## src/logic/ubm_pkg.sv

```systemverilog
// Constants, register map and receive-entry type of the serial buffer block.
// Assumes a 32-bit AXI4-Lite master; registers are byte-wide in the low lane, except the 12-bit baud divisor in the low two lanes.
package ubm_pkg;
  localparam int unsigned ADDR_W = 6;
  localparam int unsigned BAUD_W = 12;
  localparam logic [ADDR_W-1:0] OFS_DATA = 6'h00;
  localparam logic [ADDR_W-1:0] OFS_STATUS = 6'h04;
  localparam logic [ADDR_W-1:0] OFS_CTRL = 6'h08;
  localparam logic [ADDR_W-1:0] OFS_FORMAT = 6'h0C;
  localparam logic [ADDR_W-1:0] OFS_BAUD = 6'h10;
  localparam logic [ADDR_W-1:0] OFS_IRQ = 6'h14;
  // Status bit positions
  localparam int unsigned ST_RXC = 7;
  localparam int unsigned ST_TXC = 6;
  localparam int unsigned ST_TX_BUFFER_EMPTY_FLAG = 5;
  localparam int unsigned ST_FE = 4;
  localparam int unsigned ST_DOR = 3;
  localparam int unsigned ST_UPE = 2;
  localparam int unsigned ST_U2X = 1;
  localparam int unsigned ST_AFM = 0;
  // Control bit positions
  localparam int unsigned CT_RECEIVE_COMPLETE_IRQ_ENABLE = 7;
  localparam int unsigned CT_TRANSMIT_COMPLETE_IRQ_ENABLE = 6;
  localparam int unsigned CT_TX_EMPTY_IRQ_ENABLE = 5;
  localparam int unsigned CT_RECEIVER_ENABLE = 4;
  localparam int unsigned CT_TRANSMITTER_ENABLE = 3;
  localparam int unsigned CT_SZX = 2;
  localparam int unsigned CT_RX9 = 1;
  localparam int unsigned CT_TX9 = 0;
  // Frame format bit positions
  localparam int unsigned FM_PAR_EN = 5;
  localparam int unsigned FM_PAR_ODD = 4;
  localparam int unsigned FM_STOP2 = 3;
  localparam int unsigned FM_SZ_HI = 2;
  localparam int unsigned FM_SZ_LO = 1;
  localparam logic [7:0] FORMAT_MASK = 8'h3E;
  localparam int unsigned IRQ_GIE = 0;
  localparam logic [7:0] STATUS_RST = 8'h20;
  localparam logic [4:0] SAMPLES_NORMAL = 5'h10;
  localparam logic [4:0] SAMPLES_DOUBLE = 5'h08;
  localparam logic [3:0] FRAME_FIXED_BITS = 4'h2;
  localparam logic [2:0] SIZE_9BIT = 3'h7;
  localparam logic [1:0] RESP_OKAY = 2'h0;
  localparam logic [1:0] RESP_SLVERR = 2'h2;

  typedef struct packed {
    logic [8:0] data;
    logic fe;
    logic overrun_flag;
    logic parity_error_flag;
  } ubm_rx_entry_t;

  // Data bits per character; reserved codes fall back to eight
  function automatic logic [3:0] char_bits(input logic [2:0] code);
    case (code)
      3'h0: char_bits = 4'h5;
      3'h1: char_bits = 4'h6;
      3'h2: char_bits = 4'h7;
      3'h7: char_bits = 4'h9;
      default: char_bits = 4'h8;
    endcase
  endfunction

  function automatic logic [8:0] data_mask(input logic [2:0] code);
    data_mask = 9'(~(9'h1FF << char_bits(code)));
  endfunction
endpackage

```

## src/logic/ubm_rx_fifo.sv

```systemverilog
// Two-entry receive FIFO holding each character with its own error bits.
// Assumes the caller never pushes when full and never pops when empty.
`timescale 1ns/1ps
module ubm_rx_fifo
  import ubm_pkg::*;
(
  input wire logic aclk,
  input wire logic aresetn,
  input wire logic push,
  input wire ubm_pkg::ubm_rx_entry_t push_entry,
  input wire logic pop,
  input wire logic flush,
  output ubm_pkg::ubm_rx_entry_t head,
  output logic [1:0] count
);
  import ubm_pkg::*;
  ubm_rx_entry_t mem_q [2];
  logic rd_ptr_q;
  logic [1:0] count_q;
  logic wr_ptr;

  assign wr_ptr = rd_ptr_q ^ count_q[0];
  assign head = mem_q[rd_ptr_q];
  assign count = count_q;

  always_ff @(posedge aclk) begin
    if (!aresetn || flush) begin
      rd_ptr_q <= 1'b0;
      count_q <= 2'h0;
    end else begin
      if (pop) begin
        rd_ptr_q <= ~rd_ptr_q;
      end
      count_q <= 2'(count_q + {1'b0, push} - {1'b0, pop});
    end
  end

  // Entries need no reset; count guards every read of them
  always_ff @(posedge aclk) begin
    if (push) begin
      mem_q[wr_ptr] <= push_entry;
    end
  end
endmodule // ubm_rx_fifo

```

## src/logic/ubm_serial.sv

```systemverilog
// Serial transceiver core: shared data port, transmit buffer, receive FIFO,
// status and enables, address filtering, behind an AXI4-Lite slave.
// Assumes rxd is synchronous to aclk and an external port mux uses the *_own outputs.
//
// Local design decisions: the AXI4-Lite slave port and the register addresses.
`timescale 1ns/1ps
// Notes on behaviour
// (RQ1) Address filter drops data frames, transmitter unaffected
// (RQ2) Nine-bit master marks addresses with ninth bit
// (RQ3) Short frames with filtering need two stops
// (RQ4) Slave software toggles filter around its data
// (RQ5) Data port writes transmit, reads receive
// (RQ6) Unused high bits ignored, read as zero
// (RQ7) Data write ignored while buffer is full
// (RQ8) Buffer loads shifter when empty and enabled
// (RQ9) Two-entry receive FIFO advances on every read
// (RQ10) Receive complete shows unread data, clears on flush
// (RQ11) Transmit complete on idle, cleared by ack or one
// (RQ12) Buffer empty flag high, including after reset
// (RQ13) Framing error follows head character stop bit
// (RQ14) Overrun when full, waiting, and new start
// (RQ15) Parity error only when checking was enabled
// (RQ16) Double speed halves samples per bit
// (RQ17) Interrupt needs enable, global enable and flag
// (RQ18) Receiver owns pin; disable flushes and invalidates
// (RQ19) Transmitter disable waits until fully drained
// (RQ20) Extension bit joins size bits for width
// (RQ21) Read received ninth bit before data
// (RQ22) Write transmit ninth bit before data
// (RQ23) Frame type is first stop or ninth bit
// (RQ24) Error bits and ninth bit kept per entry
module ubm_serial
  import ubm_pkg::*;
(
  input wire logic aclk,
  input wire logic aresetn,
  input wire logic [ubm_pkg::ADDR_W-1:0] awaddr,
  input wire logic awvalid,
  output logic awready,
  input wire logic [31:0] wdata,
  input wire logic [3:0] wstrb,
  input wire logic wvalid,
  output logic wready,
  output logic [1:0] bresp,
  output logic bvalid,
  input wire logic bready,
  input wire logic [ubm_pkg::ADDR_W-1:0] araddr,
  input wire logic arvalid,
  output logic arready,
  output logic [31:0] rdata,
  output logic [1:0] rresp,
  output logic rvalid,
  input wire logic rready,
  input wire logic rxd,
  output logic txd,
  output logic txd_own,
  output logic rxd_own,
  input wire logic irq_tx_ack,
  output logic irq_rx,
  output logic irq_tx,
  output logic irq_tx_buffer_empty_flag
);
  import ubm_pkg::*;

  // Bus slave state
  logic awready_q, wready_q, bvalid_q, arready_q, rvalid_q;
  logic [1:0] bresp_q, rresp_q;
  logic [31:0] rdata_q, w_data_q;
  logic [3:0] w_strb_q;
  logic [ADDR_W-1:0] aw_addr_q;
  // Software registers
  logic u2x_q, afm_q, txc_q, gie_q;
  logic receive_complete_irq_enable_q, transmit_complete_irq_enable_q, tx_empty_irq_enable_q, receiver_enable_q, transmitter_enable_q, szx_q, tx9_q;
  logic [7:0] fmt_q;
  logic [BAUD_W-1:0] baud_q, pre_q;
  // Transmitter
  logic [8:0] tx_buf_q, tx_sh_q;
  logic tx_buf_vld_q, tx_busy_q, tx_on_q, txd_q;
  logic [3:0] tx_idx_q;
  logic [4:0] tx_smp_q;
  // Receiver
  logic rx_busy_q, rx_prev_q, rx_pbit_q, hold_vld_q, dor_pend_q;
  logic [3:0] rx_idx_q;
  logic [4:0] rx_smp_q;
  logic [8:0] rx_sh_q;
  ubm_rx_entry_t hold_q;
  logic irq_rx_q, irq_tx_q, irq_tx_buffer_empty_flag_q;

  function automatic logic is_mapped(input logic [ADDR_W-1:0] a);
    is_mapped = (a == OFS_DATA) || (a == OFS_STATUS) || (a == OFS_CTRL) ||
                (a == OFS_FORMAT) || (a == OFS_BAUD) || (a == OFS_IRQ);
  endfunction

  function automatic logic [ADDR_W-1:0] word_addr(input logic [ADDR_W-1:0] a);
    word_addr = {a[ADDR_W-1:2], 2'b00};
  endfunction

  // Bus decode
  wire aw_hs = awvalid && awready_q;
  wire w_hs = wvalid && wready_q;
  wire b_hs = bvalid_q && bready;
  wire ar_hs = arvalid && arready_q;
  wire r_hs = rvalid_q && rready;
  wire do_write = !awready_q && !wready_q && !bvalid_q;
  wire [ADDR_W-1:0] wa = word_addr(aw_addr_q);
  wire [ADDR_W-1:0] ra = word_addr(araddr);
  wire lane0 = do_write && w_strb_q[0];
  wire wr_data = lane0 && (wa == OFS_DATA);
  wire wr_status = lane0 && (wa == OFS_STATUS);
  wire wr_ctrl = lane0 && (wa == OFS_CTRL);
  wire wr_format = lane0 && (wa == OFS_FORMAT);
  wire wr_baud_lo = lane0 && (wa == OFS_BAUD);
  wire wr_baud_hi = do_write && w_strb_q[1] && (wa == OFS_BAUD);
  wire wr_irq = lane0 && (wa == OFS_IRQ);

  // Frame shape, shared by both directions
  wire [2:0] size_code = {szx_q, fmt_q[FM_SZ_HI:FM_SZ_LO]}; // see (RQ20)
  wire [3:0] nbits = char_bits(size_code);
  wire [8:0] dmask = data_mask(size_code);
  wire par_en = fmt_q[FM_PAR_EN];
  wire [4:0] spb = u2x_q ? SAMPLES_DOUBLE : SAMPLES_NORMAL; // see (RQ16)
  wire [4:0] half = spb >> 1;
  wire tick = (pre_q == '0);

  // Receive FIFO
  ubm_rx_entry_t head, push_entry;
  logic [1:0] rx_count;
  wire receive_complete_flag = (rx_count != 2'h0); // see (RQ10)
  wire fifo_full = rx_count[1];
  wire rd_data = ar_hs && (ra == OFS_DATA);
  wire pop = rd_data && receive_complete_flag; // see (RQ9)
  wire push = hold_vld_q && !fifo_full && receiver_enable_q;
  assign push_entry = '{data: hold_q.data, fe: hold_q.fe, overrun_flag: dor_pend_q, parity_error_flag: hold_q.parity_error_flag}; // see (RQ24)

  ubm_rx_fifo u_fifo (
    .aclk(aclk),
    .aresetn(aresetn),
    .push(push),
    .push_entry(push_entry),
    .pop(pop),
    .flush(!receiver_enable_q), // see (RQ18)
    .head(head),
    .count(rx_count)
  );

  // Transmitter
  wire tx_buffer_empty_flag = !tx_buf_vld_q; // see (RQ12)
  wire tx_take = wr_data && tx_buffer_empty_flag; // see (RQ5) see (RQ7)
  wire tx_load = tx_on_q && tx_buf_vld_q && !tx_busy_q; // see (RQ8)
  wire [3:0] tx_total = 4'(FRAME_FIXED_BITS + nbits + {3'h0, par_en} + {3'h0, fmt_q[FM_STOP2]});
  wire tx_bit_end = tx_busy_q && tick && (tx_smp_q == 5'(spb - 5'h1));
  wire tx_last = tx_bit_end && (tx_idx_q == 4'(tx_total - 4'h1));
  wire tx_par = ^(tx_sh_q & dmask) ^ fmt_q[FM_PAR_ODD];
  wire tx_in_data = (tx_idx_q != 4'h0) && (tx_idx_q <= nbits);
  wire tx_in_par = par_en && (tx_idx_q == 4'(nbits + 4'h1));
  wire [3:0] tx_dpos = 4'(tx_idx_q - 4'h1);
  wire tx_bit = (tx_idx_q == 4'h0) ? 1'b0 : tx_in_data ? tx_sh_q[tx_dpos] : tx_in_par ? tx_par : 1'b1;
  wire txc_set = tx_last && !tx_buf_vld_q; // see (RQ11)
  wire txc_clr = (wr_status && w_data_q[ST_TXC]) || irq_tx_ack;

  // Receiver
  wire rx_start = receiver_enable_q && !rx_busy_q && rx_prev_q && !rxd;
  wire rx_sample = rx_busy_q && tick && (rx_smp_q == 5'(half - 5'h1));
  wire rx_bit_end = rx_busy_q && tick && (rx_smp_q == 5'(spb - 5'h1));
  wire rx_in_data = (rx_idx_q != 4'h0) && (rx_idx_q <= nbits);
  wire rx_in_par = par_en && (rx_idx_q == 4'(nbits + 4'h1));
  wire rx_in_stop = (rx_idx_q == 4'(nbits + 4'h1 + {3'h0, par_en}));
  wire rx_false = rx_sample && (rx_idx_q == 4'h0) && rxd;
  wire rx_done = rx_sample && rx_in_stop;
  wire [3:0] rx_dpos = 4'(rx_idx_q - 4'h1);
  wire [8:0] rx_sh_d = (rx_sample && rx_in_data) ? (rx_sh_q | (9'(rxd) << rx_dpos)) : rx_sh_q; // see (RQ6)
  wire frame_type = (size_code == SIZE_9BIT) ? rx_sh_q[8] : rxd; // see (RQ23)
  wire rx_keep = rx_done && (!afm_q || frame_type) && !hold_vld_q; // see (RQ1)
  wire rx_upe = par_en && (^rx_sh_q ^ rx_pbit_q ^ fmt_q[FM_PAR_ODD]); // see (RQ15)
  wire dor_hit = rx_start && hold_vld_q && fifo_full; // see (RQ14)

  // Read mux; error bits are gated so a flushed FIFO shows none
  wire [7:0] status_rd = {receive_complete_flag, txc_q, tx_buffer_empty_flag, head.fe && receive_complete_flag, head.overrun_flag && receive_complete_flag, head.parity_error_flag && receive_complete_flag, u2x_q, afm_q}; // see (RQ13)
  wire [7:0] ctrl_rd = {receive_complete_irq_enable_q, transmit_complete_irq_enable_q, tx_empty_irq_enable_q, receiver_enable_q, transmitter_enable_q, szx_q, head.data[8] && receive_complete_flag, tx9_q};
  wire [7:0] data_rd = receive_complete_flag ? head.data[7:0] : 8'h00;
  wire [31:0] rd_mux = (ra == OFS_DATA) ? {24'h00_0000, data_rd} :
                       (ra == OFS_STATUS) ? {24'h00_0000, status_rd} :
                       (ra == OFS_CTRL) ? {24'h00_0000, ctrl_rd} :
                       (ra == OFS_FORMAT) ? {24'h00_0000, fmt_q} :
                       (ra == OFS_BAUD) ? {20'h0_0000, baud_q} :
                       (ra == OFS_IRQ) ? {31'h0, gie_q} : 32'h0000_0000;

  // Bus handshakes
  always_ff @(posedge aclk) begin
    if (!aresetn) begin
      awready_q <= 1'b1;
      wready_q <= 1'b1;
      bvalid_q <= 1'b0;
      bresp_q <= RESP_OKAY;
      arready_q <= 1'b1;
      rvalid_q <= 1'b0;
      rresp_q <= RESP_OKAY;
      rdata_q <= 32'h0000_0000;
    end else begin
      if (aw_hs) begin
        awready_q <= 1'b0;
      end else if (b_hs) begin
        awready_q <= 1'b1;
      end
      if (w_hs) begin
        wready_q <= 1'b0;
      end else if (b_hs) begin
        wready_q <= 1'b1;
      end
      if (do_write) begin
        bvalid_q <= 1'b1;
        bresp_q <= is_mapped(wa) ? RESP_OKAY : RESP_SLVERR;
      end else if (b_hs) begin
        bvalid_q <= 1'b0;
      end
      if (ar_hs) begin
        arready_q <= 1'b0;
        rvalid_q <= 1'b1;
        rdata_q <= rd_mux;
        rresp_q <= is_mapped(ra) ? RESP_OKAY : RESP_SLVERR;
      end else if (r_hs) begin
        arready_q <= 1'b1;
        rvalid_q <= 1'b0;
      end
    end
  end

  always_ff @(posedge aclk) begin
    if (aw_hs) begin
      aw_addr_q <= awaddr;
    end
    if (w_hs) begin
      w_data_q <= wdata;
      w_strb_q <= wstrb;
    end
  end

  // Software registers
  always_ff @(posedge aclk) begin
    if (!aresetn) begin
      {u2x_q, afm_q} <= {STATUS_RST[ST_U2X], STATUS_RST[ST_AFM]};
      txc_q <= STATUS_RST[ST_TXC];
      {receive_complete_irq_enable_q, transmit_complete_irq_enable_q, tx_empty_irq_enable_q, receiver_enable_q, transmitter_enable_q, szx_q, tx9_q} <= 7'h00;
      fmt_q <= 8'h00;
      baud_q <= 12'h000;
      gie_q <= 1'b0;
    end else begin
      if (wr_status) begin
        u2x_q <= w_data_q[ST_U2X];
        afm_q <= w_data_q[ST_AFM]; // see (RQ4)
      end
      txc_q <= txc_set || (txc_q && !txc_clr); // see (RQ11)
      if (wr_ctrl) begin
        {receive_complete_irq_enable_q, transmit_complete_irq_enable_q, tx_empty_irq_enable_q} <= {w_data_q[CT_RECEIVE_COMPLETE_IRQ_ENABLE], w_data_q[CT_TRANSMIT_COMPLETE_IRQ_ENABLE], w_data_q[CT_TX_EMPTY_IRQ_ENABLE]};
        {receiver_enable_q, transmitter_enable_q, szx_q} <= {w_data_q[CT_RECEIVER_ENABLE], w_data_q[CT_TRANSMITTER_ENABLE], w_data_q[CT_SZX]};
        tx9_q <= w_data_q[CT_TX9];
      end
      if (wr_format) begin
        fmt_q <= w_data_q[7:0] & FORMAT_MASK;
      end
      if (wr_baud_lo) begin
        baud_q[7:0] <= w_data_q[7:0];
      end
      if (wr_baud_hi) begin
        baud_q[BAUD_W-1:8] <= w_data_q[BAUD_W-1:8];
      end
      if (wr_irq) begin
        gie_q <= w_data_q[IRQ_GIE];
      end
    end
  end

  // Sample-rate prescaler
  always_ff @(posedge aclk) begin
    if (!aresetn) begin
      pre_q <= 12'h000;
    end else begin
      pre_q <= tick ? baud_q : 12'(pre_q - 12'h001);
    end
  end

  // Transmit buffer and shifter
  always_ff @(posedge aclk) begin
    if (!aresetn) begin
      tx_buf_vld_q <= 1'b0;
      tx_busy_q <= 1'b0;
      tx_on_q <= 1'b0;
      txd_q <= 1'b1;
      tx_idx_q <= 4'h0;
      tx_smp_q <= 5'h00;
    end else begin
      if (tx_take) begin
        tx_buf_q <= {tx9_q, w_data_q[7:0]} & dmask; // see (RQ22) see (RQ6)
        tx_buf_vld_q <= 1'b1;
      end else if (tx_load) begin
        tx_buf_vld_q <= 1'b0;
      end
      // Turning off waits for both shifter and buffer to drain
      tx_on_q <= transmitter_enable_q || (tx_on_q && (tx_busy_q || tx_buf_vld_q)); // see (RQ19)
      if (tx_load) begin
        tx_sh_q <= tx_buf_q;
        tx_busy_q <= 1'b1;
        tx_idx_q <= 4'h0;
        tx_smp_q <= 5'h00;
      end else if (tx_last) begin
        tx_busy_q <= 1'b0;
      end else if (tx_bit_end) begin
        tx_idx_q <= 4'(tx_idx_q + 4'h1);
        tx_smp_q <= 5'h00;
      end else if (tx_busy_q && tick) begin
        tx_smp_q <= 5'(tx_smp_q + 5'h01);
      end
      txd_q <= tx_busy_q ? tx_bit : 1'b1;
    end
  end

  // Receive shifter and holding stage in front of the FIFO
  always_ff @(posedge aclk) begin
    if (!aresetn || !receiver_enable_q) begin
      rx_busy_q <= 1'b0;
      rx_prev_q <= 1'b1;
      hold_vld_q <= 1'b0;
      dor_pend_q <= 1'b0;
      rx_idx_q <= 4'h0;
      rx_smp_q <= 5'h00;
      rx_sh_q <= 9'h000;
      rx_pbit_q <= 1'b0;
    end else begin
      rx_prev_q <= rxd;
      rx_sh_q <= rx_start ? 9'h000 : rx_sh_d;
      if (rx_sample && rx_in_par) begin
        rx_pbit_q <= rxd;
      end
      if (rx_start) begin
        rx_busy_q <= 1'b1;
        rx_idx_q <= 4'h0;
        rx_smp_q <= 5'h00;
      end else if (rx_false || rx_done) begin
        rx_busy_q <= 1'b0;
      end else if (rx_bit_end) begin
        rx_idx_q <= 4'(rx_idx_q + 4'h1);
        rx_smp_q <= 5'h00;
      end else if (rx_busy_q && tick) begin
        rx_smp_q <= 5'(rx_smp_q + 5'h01);
      end
      if (rx_keep) begin
        hold_q <= '{data: rx_sh_q & dmask, fe: !rxd, overrun_flag: 1'b0, parity_error_flag: rx_upe};
        hold_vld_q <= 1'b1;
      end else if (push) begin
        hold_vld_q <= 1'b0;
      end
      if (dor_hit) begin
        dor_pend_q <= 1'b1;
      end else if (push) begin
        dor_pend_q <= 1'b0;
      end
    end
  end

  // Interrupt requests and pin ownership
  always_ff @(posedge aclk) begin
    if (!aresetn) begin
      irq_rx_q <= 1'b0;
      irq_tx_q <= 1'b0;
      irq_tx_buffer_empty_flag_q <= 1'b0;
    end else begin
      irq_rx_q <= gie_q && receive_complete_irq_enable_q && receive_complete_flag; // see (RQ17)
      irq_tx_q <= gie_q && transmit_complete_irq_enable_q && txc_q; // see (RQ17)
      irq_tx_buffer_empty_flag_q <= gie_q && tx_empty_irq_enable_q && tx_buffer_empty_flag; // see (RQ17)
    end
  end

  assign awready = awready_q;
  assign wready = wready_q;
  assign bvalid = bvalid_q;
  assign bresp = bresp_q;
  assign arready = arready_q;
  assign rvalid = rvalid_q;
  assign rdata = rdata_q;
  assign rresp = rresp_q;
  assign txd = txd_q;
  assign txd_own = tx_on_q;
  assign rxd_own = receiver_enable_q; // see (RQ18)
  assign irq_rx = irq_rx_q;
  assign irq_tx = irq_tx_q;
  assign irq_tx_buffer_empty_flag = irq_tx_buffer_empty_flag_q;
endmodule // ubm_serial

```

## config.mk

```make
export PLATFORM = sky130hd
export DESIGN_NAME = ubm_serial
export DESIGN_NICKNAME = d
export VERILOG_FILES = /design/src/logic/ubm_pkg.sv /design/src/logic/ubm_rx_fifo.sv /design/src/logic/ubm_serial.sv
export SDC_FILE = /design/constraint.sdc
export NUM_CORES = 1
export LEC_CHECK = 0
export ABC_AREA = 1
export BUFFER_PORTS_ARGS = -buffer_cell sky130_fd_sc_hd__buf_2
export CAP_MARGIN = 20
export CORE_MARGIN = 5
export CORE_UTILIZATION = 45
export DETAILED_ROUTE_END_ITERATION = 10
export GPL_TIMING_DRIVEN = 0
export SYNTH_ARGS = -nofsm -noshare
export SYNTH_HDL_FRONTEND = slang
export SYNTH_SLANG_ARGS = --single-unit
export TNS_END_PERCENT = 10
```

## constraint.sdc

```tcl
create_clock -name aclk -period 5.6 [get_ports aclk]
set_input_delay 0.84 -clock aclk [delete_from_list [all_inputs] [get_ports aclk]]
set_output_delay 0.84 -clock aclk [all_outputs]
set_load 0.02 [all_outputs]
```

==> results of run 1 <==
## worst paths after layout
kind	startpoint	slack, ns	cells after the start	end
setup reg to reg	fmt_q[2]$_SDFFE_PN0P_	1.77	12	hold_q[4]$_DFFE_PP_
hold / removal	tx_buf_q[6]$_DFFE_PP_	0.42	0	tx_sh_q[6]$_DFFE_PP_
hold reg to reg	tx_buf_q[6]$_DFFE_PP_	0.42	0	tx_sh_q[6]$_DFFE_PP_
setup / recovery	fmt_q[2]$_SDFFE_PN0P_	1.77	12	hold_q[4]$_DFFE_PP_
## stage by stage
stage                     hold WS (ns)  instance area (um2)  power [uW]
final                           0.4180                 9723        2867
after global routing            0.4291                 9723        2999
after CTS                       0.4181                 9723        2891
after detailed placement        0.4045                 9179        1803
after global placement          0.4014                 9179        1799
after floorplan                 0.4003                 8616        1714
## report_power, final
| part | switching (uW) | total [uW] | internal [uW] |
|---|---|---|---|
| clock | 513 | 1090 | 578 |
| sequential | 36.4 | 1390 | 1350 |
| combinational | 253 | 387 | 134 |
## area by class of cell
cell class,instances,area (um2),share of cell area [%]
sequential,173,4174,42.93
multi-input combinational,656,3641,37.45
inverter,138,520.5,5.353
clock buffer,19,432.9,4.452
tap,234,292.8,3.011
buffer,48,280.3,2.883
timing repair buffer,54,270.3,2.780
clock inverter,13,111.4,1.145
## cell families (layout without fill, tap and decap cells)
logic type / Yosys count / in the layout / synth area share, %
muxes: 4 / 4 / 0.4690
DFF: 173 / 173 / 48.89
buffers and inverters: 186 / 272 / 9.380
and+or+nand+nor: 395 / 395 / 22.31
xor gates and xnor gates: 36 / 36 / 3.693
other: 1 / 22 / 0.04393
adders and majority gates: 26 / 26 / 3.899
AOI/OAI and AO/OA: 173 / 173 / 11.31
## flip-flops by register name, summed over array words and instances, names as in the netlist, 2 cells and up, named ones only
name	cells
w_strb_q	2
rx_idx_q	4
pre_q	12
tx_buf_q	9
u_fifo.count	2
tx_smp_q	5
baud_q	12
hold_q	11
u_fifo.mem_q	24
tx_idx_q	4
fmt_q	5
tx_sh_q	9
w_data_q	12
rx_sh_q	9
rx_smp_q	5
aw_addr_q	4
rdata	12
## Yosys cell counts (8+ instances only)
library cell / count
or2_2: 10
a21oi_1: 75
nand2_1: 180
nor3_1: 10
edfxtp_1: 71
buf_4: 24
o211ai_1: 11
inv_1: 126
a31oi_1: 8
xnor2_1: 19
o21ai_0: 53
nand3_1: 50
dfxtp_1: 102
xor2_1: 17
nand4_1: 20
ha_1: 25
nor2_1: 79
clkbuf_1: 17
## worst max-delay path: stages, from the launching register on
cell and delay, ns:
dfxtp_1 0.45, nand2_2 0.13, inv_1 0.08, nand2_1 0.11, o21ai_0 0.34, inv_1 0.31
ha_1 0.58, ha_1 0.30, nand2_1 0.09, nand3_1 0.09, nor2_1 0.10, nand2_1 0.08
nor3b_2 0.77
## layer usage
layer | vias to the layer above | global-route usage [%] | part of all wire, %
met2 | 183 | 31.91 | 46
met4 | 0 | 7.130 | 2.5
met1 | 3053 | 27.75 | 46
met3 | 39 | 3.832 | 5.9
li1 | 3437 | - | -
met5 | - | 0 | 0
==> results.md, run 1 <==
* Status: finished clean
* Critical path fanouts, max at 12
* I/O Buffers at between 50 and 60
* Final Skew at around 0.0085 ns
* Hold Vio Cnt, Final at 0
* Die area at roughly 22000 um2
* Die Ht at 147.7 um
* Post-route ant nets at 0
* P_leak at 0.003941 uW
* Worst setup SP type: flop
* Max transition margin at a little under a third
* GRT overflow at 0
* CTS Hold Buffers Added at 0
* Wire per inst at 15.77 um
* Setup crit end kind: flop
* Sequential area share after synthesis at about half
* Yosys warnings at 0
* First drt pass iteration count at 5
* Clk_lat worst skew at roughly 0.43 ns
* Ant. Diodes at 0
* Max-Cap Viols at 0
* Tightest Pin Transition at a little over 1 ns
* Top cells by area, synth: edfxtp_1, dfxtp_1, nand2_1
* Cts repair resizes at 0
* Layout Nets at 1171
* Initial antenna violation count at 0
* Post-synth ARST share at 0%
* Cts bufs inserted at 17
* Clock buffer depth at 2
* Starting density of the core at a little under half
* Row count at 50
* Commonest non-fill, non-tap cells in the layout: nand2_1, inv_1, dfxtp_1
* Area share of the largest cell type after synthesis at 24.97%
* Dpl cells at between 1000 and 1500
* Vias per cell at between 5 and 6
* Cells after synthesis at ~990
* Worst EP arrival at about 3.9 ns
* GR Util All Layers at between 20% and 30%
* Post-Place Worst Slack at 1.889 ns
* DRC at 0
* Post-synth top area cell: edfxtp_1
* H-tree depth at 4
* Layout cells sized above 1 at roughly 15%
* Max Clk Rate at between 0.2 and 0.3 GHz
* Worst endpoint required time at 5.66 ns
* Wirelength, routed at ~21000 um
* Vias post-DR at around 6700
* Final slew viol count at 0
* Yosys reg bits at around 170
* Fin Setup TNS at 0 ns
* First-pass GRT wire length at between 30000 and 40000 um
* Synth Cell Area at between 8000 and 9000 um2
* Setup CP Type: reg -> reg
* # fillers at about 1800
* Final period demand of the worst path at between 3 and 4 ns
* Fin worst setup slack at between 1.5 and 2 ns
* Type of the most critical hold path: reg -> reg
* Final core area utilization at between 50 and 60%
* CTS tree: yes
* Vias in the first global route at about 6400
* GP Congestion at between 0.9 and 1
* Clock transition at the registers of the reported paths at around 0.07 ns
* Detail Placement HPWL at roughly 17000 um
* Setup bufs post-CTS at 0
* DR iter-0 viols at ~400
* DIE WIDTH at about 150 um
* Unrepaired setup endpoints after global routing: false
* P per Cell Area at around 290 nW/um2
* CTS root buf: clkbuf_16
* EDFF count, synth at about 70
* Final setup violation count at 0
* VDD IR-drop max at approximately 0.22 mV
* Area Overhead vs Synth at 13.89%
* # IOs at about 100
* Pin count of the biggest net entering global routing at 17
* Clock sink count at roughly 170
* Most common cell after layout, fill and taps aside: nand2_1
* Post-synthesis cell type count at 52
* Post-synth top flop: dfxtp_1
* Mean Syn Cell Area at roughly 8.6 um2
* Core Footprint at approximately 19000 um2
* Non-filler cells, final at about 1300
* Final period utilization at 68.37%
Power figures use the tool's default switching activity.
==> run 2: changes to the inputs <==
--- a/config.mk
+++ b/config.mk
@@ -12,6 +12,7 @@
 export CORE_UTILIZATION = 45
 export DETAILED_ROUTE_END_ITERATION = 10
 export GPL_TIMING_DRIVEN = 0
+export PLACE_DENSITY = 0.67
 export SYNTH_ARGS = -nofsm -noshare
 export SYNTH_HDL_FRONTEND = slang
 export SYNTH_SLANG_ARGS = --single-unit
==> constraint.sdc (replaced) <==
create_clock -name aclk -period 3.1 [get_ports aclk]
set_input_delay 0.465 -clock aclk [delete_from_list [all_inputs] [get_ports aclk]]
set_output_delay 0.465 -clock aclk [all_outputs]
set_load 0.02 [all_outputs]
==> run 2 against run 1 <==
  * Combinational power is 86% higher
  * Die area stayed put
  * Routed wire length about the same
  * Register-to-register slack worse by 1.6 ns
  * Cell count up 0.30%
  * Largest power group unchanged
  * Global-route usage is 0.47 points lower
  * Critical path depth increased by 6
==> results.md, run 2 (synthesized netlist as in run 1, its figures left out) <==
* Status: finished clean
* P per Cell Area at 546.3 nW/um2 (+85%)
* Final period utilization at 93.93% (+26 points)
* Area Overhead vs Synth at 15.62%
* Max Clk Rate at 0.3434 GHz (+31%)
* First drt pass iteration count at 4 (-1)
* Max-Cap Viols at 0 (unchanged)
* Critical path fanouts, max at 5 (-7)
* Pin count of the biggest net entering global routing at 17 (unchanged)
* # fillers at 1703 (-3.7%)
* Final Skew at 0.009636 ns (+0.001102 ns)
* Max reg flops at 24 (unchanged)
* Post-route ant nets at 0 (unchanged)
* CTS tree: yes
* DR iter-0 viols at 480 (+18%)
* Die Ht at 147.7 um (unchanged)
* Final core area utilization at 52.77% (+0.79 points)
* Die area at 21830 um2 (unchanged)
* Setup crit end kind: flop
* Post-Place Worst Slack at -0.5600 ns (-2.449 ns)
* Core Footprint at 18710 um2 (unchanged)
* CTS Hold Buffers Added at 0 (unchanged)
* Ant. Diodes at 0 (unchanged)
* Worst endpoint required time at 3.46 ns (-2.20 ns)
* Starting density of the core at 45.64% (unchanged)
* Most common cell after layout, fill and taps aside: nand2_1
* Setup CP Type: reg -> reg
* Cts bufs inserted at 17 (unchanged)
* Max transition margin at 29.54% (-0.94 points)
* GP Congestion at 0.9387 (+2.6%)
* # IOs at 104 (unchanged)
* Vias in the first global route at 6376 (-0.063%)
* Worst setup SP type: flop
* Clock buffer depth at 2 (unchanged)
* H-tree depth at 4 (unchanged)
* VDD IR-drop max at 0.4362 mV (+97%)
* Vias post-DR at 6743 (+0.46%)
* Number of cells on the worst hold path at 1 (+1)
* Clk_lat worst skew at 0.44 ns (about the same)
* Top reg by flops: u_fifo.mem_q
* Type of the most critical hold path: in -> reg
* Hold Vio Cnt, Final at 0 (unchanged)
* Clock sink count at 173 (unchanged)
* Row count at 50 (unchanged)
* GR Util All Layers at 19.69% (-0.47 points)
* Wirelength, routed at 21040 um (about the same)
* P_leak at 0.004043 uW (+2.6%)
* Detail Placement HPWL at 16250 um (-2.1%)
* I/O Buffers at 54 (unchanged)
* Layout Nets at 1175 (+0.34%)
* Initial antenna violation count at 1 (+1)
* R2R cell count at 18 (+6)
* Hold Crit Start: wdata[4]
* DRC at 0 (unchanged)
* First-pass GRT wire length at 33580 um (-1.7%)
* Worst Hold Path EP: w_data_q[4]$_DFFE_PP_
* Layout cells sized above 1 at 16.65% (+1.5 points)
* RR Endpoint: txc_q$_SDFF_PN0_
* Final setup violation count at 0 (unchanged)
* Tightest Pin Transition at 1.053 ns (+0.01398 ns)
* Clock transition at the registers of the reported paths at 0.07 ns (about the same)
* Vias per cell at 5.036 (+0.16%)
* Reg2reg setup slack at 0.19 ns (-1.58 ns)
* Commonest non-fill, non-tap cells in the layout: nand2_1, inv_1, dfxtp_1
* DIE WIDTH at 147.7 um (unchanged)
* Fin worst setup slack at 0.1881 ns (-1.583 ns)
* Final period demand of the worst path at 2.912 ns (-0.9167 ns)
* Worst EP arrival at 3.27 ns (-0.62 ns)
* CTS root buf: clkbuf_16
* RR Startpoint: fmt_q[1]$_SDFFE_PN0P_
* GRT overflow at 0 (unchanged)
* Wire per inst at 15.71 um (-0.38%)
* Final slew viol count at 0 (unchanged)
* Fin Setup TNS at 0 ns (unchanged)
[run 2: critical path: stages, from the launching register on]
cell,delay (ns)
dfxtp_4,0.40
nand2_4,0.08
inv_1,0.07
nand2_2,0.10
o21ai_4,0.12
inv_2,0.10
ha_1,0.28
inv_1,0.04
ha_1,0.18
inv_1,0.07
fa_2,0.43
xnor2_1,0.14
a21oi_2,0.15
nand2_1,0.08
nor2_2,0.15
nand2_2,0.11
nor2_4,0.14
nand2_1,0.07
a21oi_1,0.12
[run 2: layer usage]
layer  routed length (um)  global-route usage (%)  up-vias  part of all wire, %
met3                 1293                   4.476       35                  6.1
met5                    8                       0        -                0.038
met2                 9490                   31.15      173                   45
met1                 9595                   26.25     3086                   46
li1                     -                       -     3447                    -
met4                  648                   7.922        2                  3.1
[run 2: worst max path at each step]
stage                          start             endpoint  slack (ns)
2_1_floorplan  fmt_q[2]$_SDFFE_PN0P_  hold_q[0]$_DFFE_PP_        0.27
3_3_place_gp   fmt_q[2]$_SDFFE_PN0P_  hold_q[6]$_DFFE_PP_       -0.51
3_5_place_dp   fmt_q[2]$_SDFFE_PN0P_  hold_q[5]$_DFFE_PP_       -0.56
4_1_cts        fmt_q[1]$_SDFFE_PN0P_     txc_q$_SDFF_PN0_        0.02
5_1_grt        fmt_q[1]$_SDFFE_PN0P_     txc_q$_SDFF_PN0_       -0.02
6_report       fmt_q[1]$_SDFFE_PN0P_     txc_q$_SDFF_PN0_        0.19
[run 2: layout make-up]
type / count / area, um2 / share of cell area [%]
Clock buffer: 19 / 464.2 / 4.703
Inverter: 138 / 520.5 / 5.273
Timing Repair Buffer: 58 / 312.8 / 3.169
Sequential cell: 173 / 4182 / 42.36
Buffer: 48 / 280.3 / 2.839
Tap cell: 234 / 292.8 / 2.966
Multi-Input combinational cell: 656 / 3684 / 37.32
Clock inverter: 13 / 135.1 / 1.369
[run 2: metrics by stage]
stage          power [uW]  instances  hold slack [ns]  area, um2
2_1_floorplan        3096       1015           0.4003       8616
3_3_place_gp         3248       1303           0.4022       9179
3_5_place_dp         3259       1303           0.4062       9179
4_1_cts              5417       1336           0.1893       9828
5_1_grt              5603       1339           0.1884       9871
6_report             5392       1339           0.2006       9871
[run 2: power breakdown]
part | internal [uW] | total, uW | leakage, uW | switching, uW
clock network | 1260 | 2170 | 0.000299 | 908
registers | 2440 | 2510 | 0.00146 | 64.7
logic | 243 | 719 | 0.00228 | 476
[run 2: timing repair]
action	4_1_cts	5_1_grt
pin swaps	1	0
setup endpoints to repair	23	22
resized for setup	10	7
hold endpoints to repair	0	0
buffers inserted	1	3
==> run 3: changes to the inputs <==
--- a/config.mk
+++ b/config.mk
@@ -5,7 +5,6 @@
 export SDC_FILE = /design/constraint.sdc
 export NUM_CORES = 1
 export LEC_CHECK = 0
-export ABC_AREA = 1
 export BUFFER_PORTS_ARGS = -buffer_cell sky130_fd_sc_hd__buf_2
 export CAP_MARGIN = 20
 export CORE_MARGIN = 5
==> run 3 against run 2 <==
  * Clock skew is 0.0011 ns higher
  * Setup slack got worse by 0.077 ns
  * Sequential share of layout area grew 1.7 points
  * Synthesized cell count fell by 21%
  * Hold slack improved by 0.0060 ns
  * Routed wire length shrank 8.4%
  * Flip-flop and latch count did not move
  * Global-route usage down 0.38 points
  * Critical endpoint is now hold_q[8]$_DFFE_PP_
  * Largest power group unchanged
==> results.md, run 3 <==
* Clock buffer depth at 2 (unchanged)
* R2R cell count at 11 (-7)
* CTS Hold Buffers Added at 0 (unchanged)
* Yosys warnings at 0 (unchanged)
* GR Util All Layers at 19.32% (-0.38 points)
* Delay-heaviest family, CP: simple AND/OR/NAND/NOR gates
* CP max stage cell: ha_1
* Final core area utilization at 52.78% (about the same)
* GRT overflow at 0 (unchanged)
* Core Footprint at 17960 um2 (-4.0%)
* Synth cell count leaders: dfxtp_1, nor2_1, edfxtp_1
* Most frequent cell after synthesis: dfxtp_1
* Top cells by area, synth: edfxtp_1, dfxtp_1, mux2i_1
* DRC at 0 (unchanged)
* DIE WIDTH at 144.8 um (-2.0%)
* Setup CP Type: reg -> reg
* Wire per inst at 17.16 um (+9.2%)
* Max transition margin at 38.08% (+8.5 points)
* Post-synthesis cell type count at 78 (+50%)
* Fin worst setup slack at 0.1108 ns (-0.07728 ns)
* Clock sink count at 173 (unchanged)
* Vias in the first global route at 5711 (-10%)
* Worst setup SP type: flop
* First drt pass iteration count at 5 (+1)
* Critical-path cell list: buf_6 > xor2_1 > nand2b_1 > ha_1 > ha_1 > xor2_1 > nand2_1 > nor3_1 > o21ai_0 > nor3_4 > buf_12
* Post-route ant nets at 0 (unchanged)
* GP Congestion at 0.9425 (+0.40%)
* Post-Place Worst Slack at -0.5607 ns (-0.0006570 ns)
* Mean Syn Cell Area at 10.44 um2 (+22%)
* Worst endpoint required time at 3.24 ns (-0.22 ns)
* P_leak at 0.003760 uW (-7.0%)
* Sequential area share after synthesis at 51.02% (+2.1 points)
* EDFF count, synth at 71 (unchanged)
* Area Overhead vs Synth at 15.89%
* H-tree depth at 4 (unchanged)
* Die Ht at 144.8 um (-2.0%)
* Layout cells sized above 1 at 17.79% (+1.1 points)
* Clk_lat worst skew at 0.43 ns (about the same)
* Detail Placement HPWL at 14330 um (-12%)
* VDD IR-drop max at 0.4020 mV (-7.8%)
* Starting density of the core at 45.55% (-0.093 points)
* Max incr delay on CP at 0.52 ns (+0.09 ns)
* Wirelength, routed at 19270 um (-8.4%)
* Die area at 20980 um2 (-3.9%)
* Row count at 49 (-2.0%)
* I/O Buffers at 52 (-3.7%)
* Non-filler cells, final at 1123 (-16%)
* RR Endpoint: hold_q[8]$_DFFE_PP_
* First-pass GRT wire length at 30960 um (-7.8%)
* Post-synth ARST share at 0% (unchanged)
* CTS root buf: clkbuf_16
* Commonest non-fill, non-tap cells in the layout: dfxtp_1, nor2_1, edfxtp_1
* Cells after synthesis at 784 (-21%)
* Final period utilization at 96.43% (+2.5 points)
* Max-Cap Viols at 0 (unchanged)
* Overall Power at 5219 uW (-3.2%)
* DR iter-0 viols at 567 (+18%)
* Vias per cell at 5.368 (+6.6%)
* Top reg by flops: u_fifo.mem_q
* Dpl cells at 1089 (-16%)
* Hold Vio Cnt, Final at 0 (unchanged)
* Vias post-DR at 6028 (-11%)
* Setup crit end kind: flop
* Reg2reg setup slack at 0.11 ns (-0.08 ns)
* Number of cells on the worst hold path at 1 (unchanged)
* Worst Hold Path EP: w_data_q[11]$_DFFE_PP_
* Most common cell after layout, fill and taps aside: dfxtp_1
* CP Buf/Inv Count at 2 (-2)
* Tightest Pin Transition at 0.9254 ns (-0.1276 ns)
* Ant. Diodes at 0 (unchanged)
* Area share of the largest cell type after synthesis at 26.06% (+1.1 points)
* Initial antenna violation count at 0 (-1)
* Final slew viol count at 0 (unchanged)
* Type of the most critical hold path: in -> reg
* Cts bufs inserted at 17 (unchanged)
* Max Clk Rate at 0.3345 GHz (-2.6%)
* RR Startpoint: fmt_q[2]$_SDFFE_PN0P_
* Yosys reg bits at 173 (unchanged)
* Synth Cell Area at 8182 um2 (-4.2%)
* Post-synth top flop: dfxtp_1
* Max reg flops at 24 (unchanged)
* Worst EP arrival at 3.13 ns (-0.14 ns)
* Layout Nets at 964 (-18%)
* Hold Crit Start: wdata[11]
* # IOs at 104 (unchanged)
* Post-synth top area cell: edfxtp_1
* Final period demand of the worst path at 2.989 ns (+0.07728 ns)
* Clock transition at the registers of the reported paths at 0.07 ns (about the same)
* Critical path fanouts, max at 12 (+7)
* Pin count of the biggest net entering global routing at 17 (unchanged)
* Status: finished clean
* # fillers at 1581 (-7.2%)
* Final setup violation count at 0 (unchanged)
* CTS tree: yes
* Final Skew at 0.01070 ns (+0.001064 ns)
* P per Cell Area at 550.4 nW/um2 (+0.76%)
## run 3: cell count changes in the layout (fill, tap and decap cells not counted), moves of 26 or more
| cell | change |
|---|---|
| nand2_1 | -124 |
| a21oi_1 | -46 |
| inv_1 | -101 |
| o21ai_0 | -26 |
| mux2i_1 | +37 |
| nand3_1 | -27 |
## run 3: logic make-up after synthesis
family,Yosys count,share of synthesized area (%)
simple gates,271,16.70
flops,173,51.02
compound gates,120,10.22
buf+inv,89,5.612
xor+xnor,53,5.674
mux,51,6.668
fa+ha+maj,26,4.068
other cells,1,0.04583
## run 3: layout make-up
class / count / area, um2 / area share [%]
sequential: 173 / 4175 / 44.04
multi-input combinational: 543 / 3672 / 38.73
clock buffer: 21 / 464.2 / 4.896
buffer: 63 / 361.6 / 3.814
timing repair buffer: 58 / 321.6 / 3.391
tap: 229 / 286.5 / 3.022
clock inverter: 11 / 106.4 / 1.122
inverter: 25 / 93.84 / 0.9897
## run 3: timing repair
item / CTS / global route
pin swaps: 1 / 1
resized for setup: 3 / 5
endpoints found under the setup margin: 21 / 21
buffers inserted: 1 / 2
## run 3: power by group
group | total [uW] | internal (uW) | switching, uW
logic | 611 | 249 | 362
registers | 2530 | 2440 | 88.6
clock network | 2080 | 1170 | 908
total | 5220 | 3860 | 1360
## run 3: how the worst max path moves through the flow
stage / slack [ns] / end / cells past startpoint / startpoint
finish: 0.11 / hold_q[8]$_DFFE_PP_ / 11 / fmt_q[2]$_SDFFE_PN0P_
floorplan: 0.19 / hold_q[0]$_DFFE_PP_ / 10 / fmt_q[1]$_SDFFE_PN0P_
detailed placement: -0.56 / hold_q[3]$_DFFE_PP_ / 10 / fmt_q[1]$_SDFFE_PN0P_
CTS: 0.05 / txc_q$_SDFF_PN0_ / 13 / fmt_q[1]$_SDFFE_PN0P_
global placement: -0.48 / hold_q[3]$_DFFE_PP_ / 10 / fmt_q[1]$_SDFFE_PN0P_
global route: -0.007 / txc_q$_SDFF_PN0_ / 13 / szx_q$_SDFFE_PN0P_
## run 3: metrics by stage
stage	area (um2)	setup TNS, ns	hold slack (ns)
2_1_floorplan	8260	0	0.4003
3_3_place_gp	8807	-9.387	0.4011
3_5_place_dp	8845	-7.018	0.4054
4_1_cts	9449	0	0.1917
5_1_grt	9482	-0.01908	0.1917
6_report	9482	0	0.2066
## run 3: metal layers
metal | global-route usage, % | routed length (um) | up-vias
met5 | 0 | 0 | -
met4 | 6.333 | 331 | 0
met3 | 3.878 | 1238 | 20
met2 | 30.49 | 8874 | 207
met1 | 26.75 | 8828 | 2838
li1 | - | - | 2963
## run 3: worst reg2reg max path: stages (launching register included)
cell and delay (ns):
dfxtp_1 0.33, buf_6 0.14, xor2_1 0.14, nand2b_1 0.23, ha_1 0.52, ha_1 0.21, xor2_1 0.19, nand2_1 0.08
nor3_1 0.27, o21ai_0 0.22, nor3_4 0.20, buf_12 0.17
